$ cat src/csrc_regs.vh
`ifndef CSRC_REGS_VH
`define CSRC_REGS_VH

// Chip-select counts and field widths
`define CSRC_NUM_SEL         11
`define CSRC_PAR_W           2
`define CSRC_BASE_W          13
`define CSRC_BLK_W           3
`define CSRC_OPT_W           16

// Base register layout: base [15:3], block size [2:0]
`define CSRC_BASE_MSB        15
`define CSRC_BASE_LSB        3
`define CSRC_BLK_MSB         2
`define CSRC_BLK_LSB         0

// Option register layout
`define CSRC_OPT_MODE        15
`define CSRC_OPT_BYTE_MSB    14
`define CSRC_OPT_BYTE_LSB    13
`define CSRC_OPT_RW_MSB      12
`define CSRC_OPT_RW_LSB      11
`define CSRC_OPT_STRB        10
`define CSRC_OPT_ACK_MSB     9
`define CSRC_OPT_ACK_LSB     6
`define CSRC_OPT_SPACE_MSB   5
`define CSRC_OPT_SPACE_LSB   4
`define CSRC_OPT_IPL_MSB     3
`define CSRC_OPT_IPL_LSB     1
`define CSRC_OPT_AUTOVECTOR_SELECT        0

// Block size codes
`define CSRC_BLK_2K          3'h0
`define CSRC_BLK_1M          3'h7

// Field codes
`define CSRC_MODE_ASYNC      1'h0
`define CSRC_BYTE_OFF        2'h0
`define CSRC_BYTE_BOTH       2'h3
`define CSRC_RW_RSVD         2'h0
`define CSRC_RW_BOTH         2'h3
`define CSRC_STRB_AS         1'h0
`define CSRC_ACK_0WAIT       4'h0
`define CSRC_ACK_13WAIT      4'hD
`define CSRC_SPACE_CPU       2'h0
`define CSRC_SPACE_SU        2'h3
`define CSRC_IPL_ANY         3'h0
`define CSRC_AUTOVECTOR_SELECT_EXT        1'h0

// Reset values
`define CSRC_BASE_RST        13'h0000
`define CSRC_BOOT_VEC_ADDR   24'h000000

`endif

$ cat src/csrc_strap_sync.v
`timescale 1ns/1ps
`default_nettype none

// Two-stage synchroniser for strap pins
module csrc_strap_sync #(
	parameter W = 8
) (
	input  wire         clk,
	input  wire [W-1:0] din,
	output reg  [W-1:0] dout
);

	reg [W-1:0] stage1;

	// First stage only feeds second
	always @(posedge clk) begin
		stage1 <= din;
		dout   <= stage1;
	end

endmodule

`default_nettype wire

$ cat src/csrc_top.v
`include "csrc_regs.vh"
`timescale 1ns/1ps
`default_nettype none

module csrc_top (
	// Clock and reset
	input  wire        CORE_CLK,
	input  wire        RST,
	// Data bus strap inputs
	input  wire [7:0]  DATA_IN,
	// Pull-up enable for strap lines
	output reg         DATA_PULLUP_EN,
	// Software write port
	input  wire        WR_EN,
	input  wire [3:0]  WR_SEL,
	input  wire [1:0]  WR_FIELD,
	input  wire [15:0] WR_DATA,
	// Access for boot decode
	input  wire        ACC_VALID,
	input  wire [23:0] ACC_ADDR,
	input  wire        ACC_RW,
	input  wire [1:0]  ACC_SPACE,
	// Pin-function fields
	output reg  [21:0]  SELECT_PIN_FUNCTION,
	output reg  [1:0]   BOOT_PIN_FUNCTION,
	// Boot base and option
	output reg  [15:0]  BOOT_SELECT_BASE_REG,
	output reg  [15:0]  BOOT_SELECT_OPTION_REG,
	// General base and option
	output reg  [175:0] SELECT_BASE_ADDRESS_REG,
	output reg  [175:0] SELECT_OPTION_REG,
	// Boot port width
	output reg          BOOT_PORT_16,
	// Boot select output, active low
	output reg          BOOT_SELECT_OUTPUT_N,
	// First vector fetch seen
	output reg          FIRST_FETCH_DONE
);

	////////////////////////////////////////////////////////////////////////
	// Write field codes
	localparam [1:0] FLD_PAR  = 2'h0;
	localparam [1:0] FLD_BASE = 2'h1;
	localparam [1:0] FLD_OPT  = 2'h2;
	localparam [3:0] SEL_BOOT = 4'hB;

	// First-fetch tracker states
	localparam [1:0] ST_RESET = 2'h0;
	localparam [1:0] ST_FETCH = 2'h1;
	localparam [1:0] ST_RUN   = 2'h2;

	// General select reset words
	localparam [15:0] GEN_BASE_RST = {
		`CSRC_BASE_RST,   // Base address zero
		`CSRC_BLK_2K      // 2K block
	};
	localparam [15:0] GEN_OPT_RST = {
		`CSRC_MODE_ASYNC, // Asynchronous mode
		`CSRC_BYTE_OFF,   // Byte lanes disabled
		`CSRC_RW_RSVD,    // Reserved read/write code
		`CSRC_STRB_AS,    // Address strobe timing
		`CSRC_ACK_0WAIT,  // No wait states
		`CSRC_SPACE_CPU,  // CPU space
		`CSRC_IPL_ANY,    // Any interrupt level
		`CSRC_AUTOVECTOR_SELECT_EXT    // External vector
	};

	// Boot select reset words
	localparam [15:0] BOOT_BASE_RST = {
		`CSRC_BASE_RST,   // Base address zero
		`CSRC_BLK_1M      // 1M block
	};
	localparam [15:0] BOOT_OPT_RST = {
		`CSRC_MODE_ASYNC, // Asynchronous mode
		`CSRC_BYTE_BOTH,  // Both byte lanes
		`CSRC_RW_BOTH,    // Read and write
		`CSRC_STRB_AS,    // Address strobe timing
		`CSRC_ACK_13WAIT, // Thirteen wait states
		`CSRC_SPACE_SU,   // Supervisor and user space
		`CSRC_IPL_ANY,    // Any interrupt level
		`CSRC_AUTOVECTOR_SELECT_EXT    // External vector
	};

	// Internal state
	wire [7:0]  data_sync;
	reg  [10:0] strap_high;
	reg  [1:0]  state;
	reg  [1:0]  next_state;
	reg         wr_pin_fn;
	reg         wr_base;
	reg         wr_opt;
	reg         sel_boot;
	reg         sel_gen;
	reg         lane_on;
	reg         addr_hit;
	reg         rw_hit;
	reg         space_hit;
	reg         vec_fetch;
	reg         boot_hit;
	reg  [23:0] blk_mask;
	reg  [23:0] boot_base_addr;
	integer     i;
	integer     j;
	integer     k;

	////////////////////////////////////////////////////////////////////////
	// Strap synchroniser
	csrc_strap_sync #(
		.W(8)
	) u_sync (
		.clk  (CORE_CLK),
		.din  (DATA_IN),
		.dout (data_sync)
	);

	// Weak pull-ups live while in reset
	always @(posedge CORE_CLK) begin
		DATA_PULLUP_EN <= RST;
	end

	// Map the eleven general straps onto data lines 7..1
	always @* begin
		strap_high = 11'h000;
		for (j = 0; j < `CSRC_NUM_SEL; j = j + 1) begin
			strap_high[j] = data_sync[j % 7 + 1];
		end
	end

	// Write decode by field and select; selects above boot are ignored
	always @* begin
		wr_pin_fn = WR_EN && (WR_FIELD == FLD_PAR);
		wr_base   = WR_EN && (WR_FIELD == FLD_BASE);
		wr_opt    = WR_EN && (WR_FIELD == FLD_OPT);
		sel_boot  = (WR_SEL == SEL_BOOT);
		sel_gen   = (WR_SEL < SEL_BOOT);
	end

	////////////////////////////////////////////////////////////////////////
	// General pin-function fields: strap capture in reset, software writes after
	always @(posedge CORE_CLK) begin
		if (RST) begin
			for (i = 0; i < `CSRC_NUM_SEL; i = i + 1) begin
				SELECT_PIN_FUNCTION[2*i]   <= 1'h1;
				SELECT_PIN_FUNCTION[2*i+1] <= strap_high[i];
			end
		end else if (wr_pin_fn && sel_gen) begin
			SELECT_PIN_FUNCTION[2*WR_SEL +: 2] <= WR_DATA[1:0];
		end
	end

	// Boot pin-function field: select bit set in reset, width strap on the low bit; software writes after
	always @(posedge CORE_CLK) begin
		if (RST) begin
			BOOT_PIN_FUNCTION <= {1'h1, data_sync[0]};
		end else if (wr_pin_fn && sel_boot) begin
			BOOT_PIN_FUNCTION <= WR_DATA[1:0];
		end
	end

	// Boot port width; tracks the strap in reset so it agrees at release
	always @(posedge CORE_CLK) begin
		if (RST) begin
			BOOT_PORT_16 <= data_sync[0];
		end else begin
			BOOT_PORT_16 <= BOOT_PIN_FUNCTION[0];
		end
	end

	////////////////////////////////////////////////////////////////////////
	// General base and option registers
	always @(posedge CORE_CLK) begin
		if (RST) begin
			for (k = 0; k < `CSRC_NUM_SEL; k = k + 1) begin
				SELECT_BASE_ADDRESS_REG[16*k +: 16] <= GEN_BASE_RST;
				SELECT_OPTION_REG[16*k +: 16]       <= GEN_OPT_RST;
			end
		end else if (sel_gen) begin
			if (wr_base) begin
				SELECT_BASE_ADDRESS_REG[16*WR_SEL +: 16] <= WR_DATA;
			end
			if (wr_opt) begin
				SELECT_OPTION_REG[16*WR_SEL +: 16] <= WR_DATA;
			end
		end
	end

	// Boot base register
	always @(posedge CORE_CLK) begin
		if (RST) begin
			BOOT_SELECT_BASE_REG <= BOOT_BASE_RST;
		end else if (wr_base && sel_boot) begin
			BOOT_SELECT_BASE_REG <= WR_DATA;
		end
	end

	// Boot option register
	always @(posedge CORE_CLK) begin
		if (RST) begin
			BOOT_SELECT_OPTION_REG <= BOOT_OPT_RST;
		end else if (wr_opt && sel_boot) begin
			BOOT_SELECT_OPTION_REG <= WR_DATA;
		end
	end

	////////////////////////////////////////////////////////////////////////
	// Block-size address mask: 2K, 8K, 32K, 64K, 128K, 256K, 512K, 1M for codes 0 to 7
	always @* begin
		case (BOOT_SELECT_BASE_REG[`CSRC_BLK_MSB:`CSRC_BLK_LSB])
			3'h0:    blk_mask = 24'hFFF800;
			3'h1:    blk_mask = 24'hFFE000;
			3'h2:    blk_mask = 24'hFF8000;
			3'h3:    blk_mask = 24'hFF0000;
			3'h4:    blk_mask = 24'hFE0000;
			3'h5:    blk_mask = 24'hFC0000;
			3'h6:    blk_mask = 24'hF80000;
			default: blk_mask = 24'hF00000;
		endcase
	end

	// Boot base field widened to a byte address
	always @* begin
		boot_base_addr = {BOOT_SELECT_BASE_REG[`CSRC_BASE_MSB:`CSRC_BASE_LSB], 11'h000};
	end

	// Boot select match terms
	always @* begin
		lane_on   = (BOOT_SELECT_OPTION_REG[`CSRC_OPT_BYTE_MSB:`CSRC_OPT_BYTE_LSB]
			!= `CSRC_BYTE_OFF);
		addr_hit  = ((ACC_ADDR & blk_mask) == (boot_base_addr & blk_mask));
		rw_hit    = ACC_RW ? BOOT_SELECT_OPTION_REG[`CSRC_OPT_RW_LSB]
			: BOOT_SELECT_OPTION_REG[`CSRC_OPT_RW_MSB];
		space_hit = ((BOOT_SELECT_OPTION_REG[`CSRC_OPT_SPACE_MSB:`CSRC_OPT_SPACE_LSB]
			& ACC_SPACE) != 2'h0);
	end

	// Boot select decode; the pin must be in select function
	always @* begin
		boot_hit = ACC_VALID && BOOT_PIN_FUNCTION[1] && lane_on && addr_hit
			&& rw_hit && space_hit;
	end

	////////////////////////////////////////////////////////////////////////
	// Supervisor access to the reset vector
	always @* begin
		vec_fetch = ACC_VALID && (ACC_ADDR == `CSRC_BOOT_VEC_ADDR) && ACC_SPACE[1];
	end

	// First-fetch tracker
	always @* begin
		case (state)
			ST_RESET: next_state = ST_FETCH;
			ST_FETCH: next_state = vec_fetch ? ST_RUN : ST_FETCH;
			ST_RUN:   next_state = ST_RUN;
			default:  next_state = ST_RESET;
		endcase
	end

	// First-fetch state register
	always @(posedge CORE_CLK) begin
		if (RST) begin
			state <= ST_RESET;
		end else begin
			state <= next_state;
		end
	end

	// First-fetch flag, sticky until the next reset
	always @(posedge CORE_CLK) begin
		if (RST) begin
			FIRST_FETCH_DONE <= 1'h0;
		end else begin
			FIRST_FETCH_DONE <= (next_state == ST_RUN);
		end
	end

	// Boot select output, one cycle after the access
	always @(posedge CORE_CLK) begin
		if (RST) begin
			BOOT_SELECT_OUTPUT_N <= 1'h1;
		end else begin
			BOOT_SELECT_OUTPUT_N <= ~boot_hit;
		end
	end

endmodule

`default_nettype wire

$ cat config.mk
export PLATFORM = sky130hd
export DESIGN_NAME = csrc_top
export DESIGN_NICKNAME = d
export VERILOG_FILES = /design/src/csrc_strap_sync.v /design/src/csrc_top.v
export VERILOG_INCLUDE_DIRS = /design/src
export SDC_FILE = /design/constraint.sdc
export NUM_CORES = 1
export LEC_CHECK = 0
export ABC_AREA = 1
export BUFFER_PORTS_ARGS = -buffer_cell sky130_fd_sc_hd__buf_2
export CAP_MARGIN = 20
export CORE_MARGIN = 8
export CORE_UTILIZATION = 44
export CTS_CLUSTER_DIAMETER = 30
export DETAILED_ROUTE_END_ITERATION = 10
export PLACE_DENSITY = 0.68
export SLEW_MARGIN = 5
export SYNTH_ARGS = -nofsm -noshare
export SYNTH_HDL_FRONTEND = slang
export SYNTH_SLANG_ARGS = --single-unit
$ cat constraint.sdc
create_clock -name CORE_CLK -period 6.2 [get_ports CORE_CLK]
set_input_delay 0.62 -clock CORE_CLK [delete_from_list [all_inputs] [get_ports CORE_CLK]]
set_output_delay 0.62 -clock CORE_CLK [all_outputs]
set_load 0.05 [all_outputs]
==> key figures <==
Global routing
  – Total gr overflow: 0
  – Largest net degree at the start of global routing: 169
  – Vias in the first global route: 18.0k
  – Gr usage total: 28.1%
  – First-pass GRT wire length: 105000 um
  – Initial antenna violation count: 5

Clock network
  – Worst skew pair latency: 0.62 ns
  – Clock transition at path regs: 0.05 ns
  – Postcts setup bufs: 0
  – CTS tree: yes
  – Clock tree buffer depth: 3
  – Total CTS buffers: 95
  – CTS Hold Bufs: 0
  – Root buf cell: clkbuf_16
  – H-Tree Depth: 3
  – CTS sink cnt: 430
  – Post-CTS sizing: 0

Layout
  – Non-filler cells, final: 3729
  – Commonest non-fill, non-tap cell in the layout: nor2_1
  – Nets@finish: 3176
  – Most frequent cells in the layout: nor2_1 (688), nand2_1 (597), buf_2 (472)
  – Util after Layout: 59.2%
  – Final Cell Area: 24200 um2
  – Layout cells sized above 1: 22.0%
  – Area Growth Syn to Fin: 32.6%

Hold path
  – Hold worst-path end: u_sync.stage1[4]$_DFF_P_
  – Hold Startpoint: DATA_IN[4]
  – Hold path cells: 1
  – Hold Path Class: input pin to flip-flop

Setup path
  – FF-to-FF End: BOOT_SELECT_OUTPUT_N$_SDFF_PP1_
  – CP peak stage delay: 0.57 ns
  – Crit path kind: input pin to flip-flop
  – Reg2Reg Setup Slack: 4.99 ns
  – Arrival @ worst endpoint: 4.05 ns
  – Worst Path Max Fanout: 31
  – Crit end category: flip-flop
  – CP max stage cell: nand2_1
  – Worst-case reg-to-reg path depth: 6
  – CP cell instances: buf_2, inv_2, ha_2, inv_1, nand2_1, nand2_2, clkinv_2, nand3_2, nor2_2, nand2_1, clkinv_1, nor2_1, nor2_1
  – Worst r2r src: BOOT_PIN_FUNCTION[1]$_SDFFE_PP1P_
  – Worst Path Required: 6.70 ns
  – Crit path launch type: input pin

Yosys
  – Net count after synthesis: 2744
  – Top cell type's share of synthesized area: 45.9%
  – Post-synthesis sequential area ratio: 47.9%
  – Mapped Avg Cell Area: 6.80 um2
  – Cells after Synth: 2680
  – Synth top area cells: dfxtp_1 (46%), nor2_1 (14%), nand2_1 (12%)
  – Yosys synthesis warning count: 0
  – Cell Area, Synth: 18200 um2
  – Count of different cell masters after synthesis: 42
  – Post-synth top area cell: dfxtp_1
  – FF+latch count, synth: 430

STA
  – Final setup viols: 0
  – Final Hold Vio Count: 0
  – Final setup margin: 2.65 ns
  – Max Slew Vio Count: 0
  – Final period utilization: 57.3%
  – RSZ-0062 raised after global routing: no
  – Clock Skews: 0.00915 ns
  – WHS: 0.100 ns
  – Worst-Margin Slew: 1.12 ns
  – Fmax: 282 MHz
  – Slew margin rel.: 25.2%
  – Setup TNS: 0 ns
  – Crit path time final: 3.55 ns

Die
  – Die ar.: 48200 um2
  – Die Span Y: 220 um
  – Core area: 40800 um2
  – Die width: 220 um
  – IO Count: 473
  – Row count: 74
  – Starting Density: 44.6%

Drt
  – DR pass1 iterations: 6
  – Initial drt markers: 2122
  – DRT Wirelength: 70500 um
  – Metal3 WL: 7010 um
  – Top Metal Used: met5
  – DR DRC count: 0
  – Antenna-violating nets left: 0
  – Via count: 18.9k
  – DR WL/cell: 18.9 um
  – Wl on met1: 28000 um
  – DR vias/cell: 5.07
  – Metal2 WL: 32500 um

Placement
  – Dpl cell area: 20700 um2
  – Post-DP HPWL: 51400 um
  – Setup slack after placement: 2.08 ns
  – Buffers on Ports: 472
  – Placed cells: 3544
  – Routability Congestion: 0.908

Power and ir drop
  – Pwr dens: 359 nW/um2
  – Lkg Pwr: 12.8 nW
  – Max IR drop VDD: 0.241 mV
  – Pwr Total: 8.67 mW

Job
  – Max_cap viols: 0

Outcome
  – Outcome: finished, final reports clean
[Yosys cell counts]
library cell,number
nand4_1,33
nand3b_1,2
a21oi_4,1
nand3_4,3
buf_6,5
xor2_1,3
nor2_8,1
nand4_2,1
a22oi_1,1
nand2_2,7
buf_1,12
dfxtp_1,418
o21ai_2,1
nand2_1,597
clkbuf_1,68
edfxtp_1,12
a31oi_1,1
inv_2,8
o21ai_0,115
clkinv_1,2
o21ai_1,11
buf_2,61
ha_1,3
nand3_1,164
buf_4,8
nor2_1,691
o221ai_1,1
nor2_4,8
o22ai_1,4
nand3_2,6
inv_1,324
and2_1,1
nor4_1,5
nor3_4,1
a21oi_1,67
clkinv_2,1
nor2_2,3
nor3_1,16
o311ai_0,1
xnor2_1,4
a21o_1,1
o211ai_1,8
[final cells by class]
| cell class | instances | area, um2 |
|---|---|---|
| tap | 532 | 666 |
| clock buffer | 117 | 2600 |
| timing repair buffer | 489 | 2510 |
| clock inverter | 61 | 857 |
| sequential | 430 | 8730 |
| antenna | 4 | 10.0 |
| fill | 3742 | 16700 |
| inverter | 335 | 1270 |
| multi-input combinational | 1761 | 7530 |
[worst max-delay path by stage]
stage,cells after the start,slack (ns),startpoint,endpoint
detailed placement,12,2.08,WR_SEL[0],SELECT_OPTION_REG[99]$_SDFFE_PP0P_
finish,13,2.65,WR_SEL[0],SELECT_OPTION_REG[74]$_SDFFE_PP0P_
global route,13,2.38,WR_SEL[0],SELECT_BASE_ADDRESS_REG[100]$_SDFFE_PP0P_
CTS,13,2.71,WR_SEL[0],SELECT_OPTION_REG[107]$_SDFFE_PP0P_
floorplan,11,3.60,WR_SEL[0],SELECT_BASE_ADDRESS_REG[0]$_SDFFE_PP0P_
global placement,12,2.18,WR_SEL[0],SELECT_OPTION_REG[99]$_SDFFE_PP0P_
[report_power, final]
group / internal (mW) / leakage (nW) / switching, mW
combinational: 0.0941 / 7.66 / 0.388
sequential: 2.81 / 3.50 / 0.0142
clock: 3.70 / 1.68 / 1.66
[flip-flops by register name (all words and copies together), names as in the netlist, 2 cells and up]
register                 flops
BOOT_PIN_FUNCTION            2
BOOT_SELECT_BASE_REG        16
BOOT_SELECT_OPTION_REG      16
SELECT_BASE_ADDRESS_REG    176
SELECT_OPTION_REG          176
SELECT_PIN_FUNCTION         22
state                        2
u_sync.dout                  8
u_sync.stage1                8
[critical path, delay by kind of cell]
kind | cells | cell delay [ns]
AND/OR/NAND/NOR | 7 | 1.50
buffers and inverters | 5 | 1.61
adder cells (fa/ha/maj) | 1 | 0.31
[cell families after synthesis]
group,Yosys count,share of synthesized area [%]
AND/OR/NAND/NOR,1539,34.6
buffers and inverters,489,10.9
flip-flops,430,47.9
AO/OA/AOI/OAI,212,6.11
XOR/XNOR,7,0.336
adder cells (fa/ha/maj),3,0.206
[per-layer routing]
layer	up-vias	global-route usage, %
met5	-	0
met4	2	13.6
met3	165	7.64
met2	913	45.6
met1	8757	34.2
li1	9087	-
No activity file was read; power rests on OpenSTA's default activity.
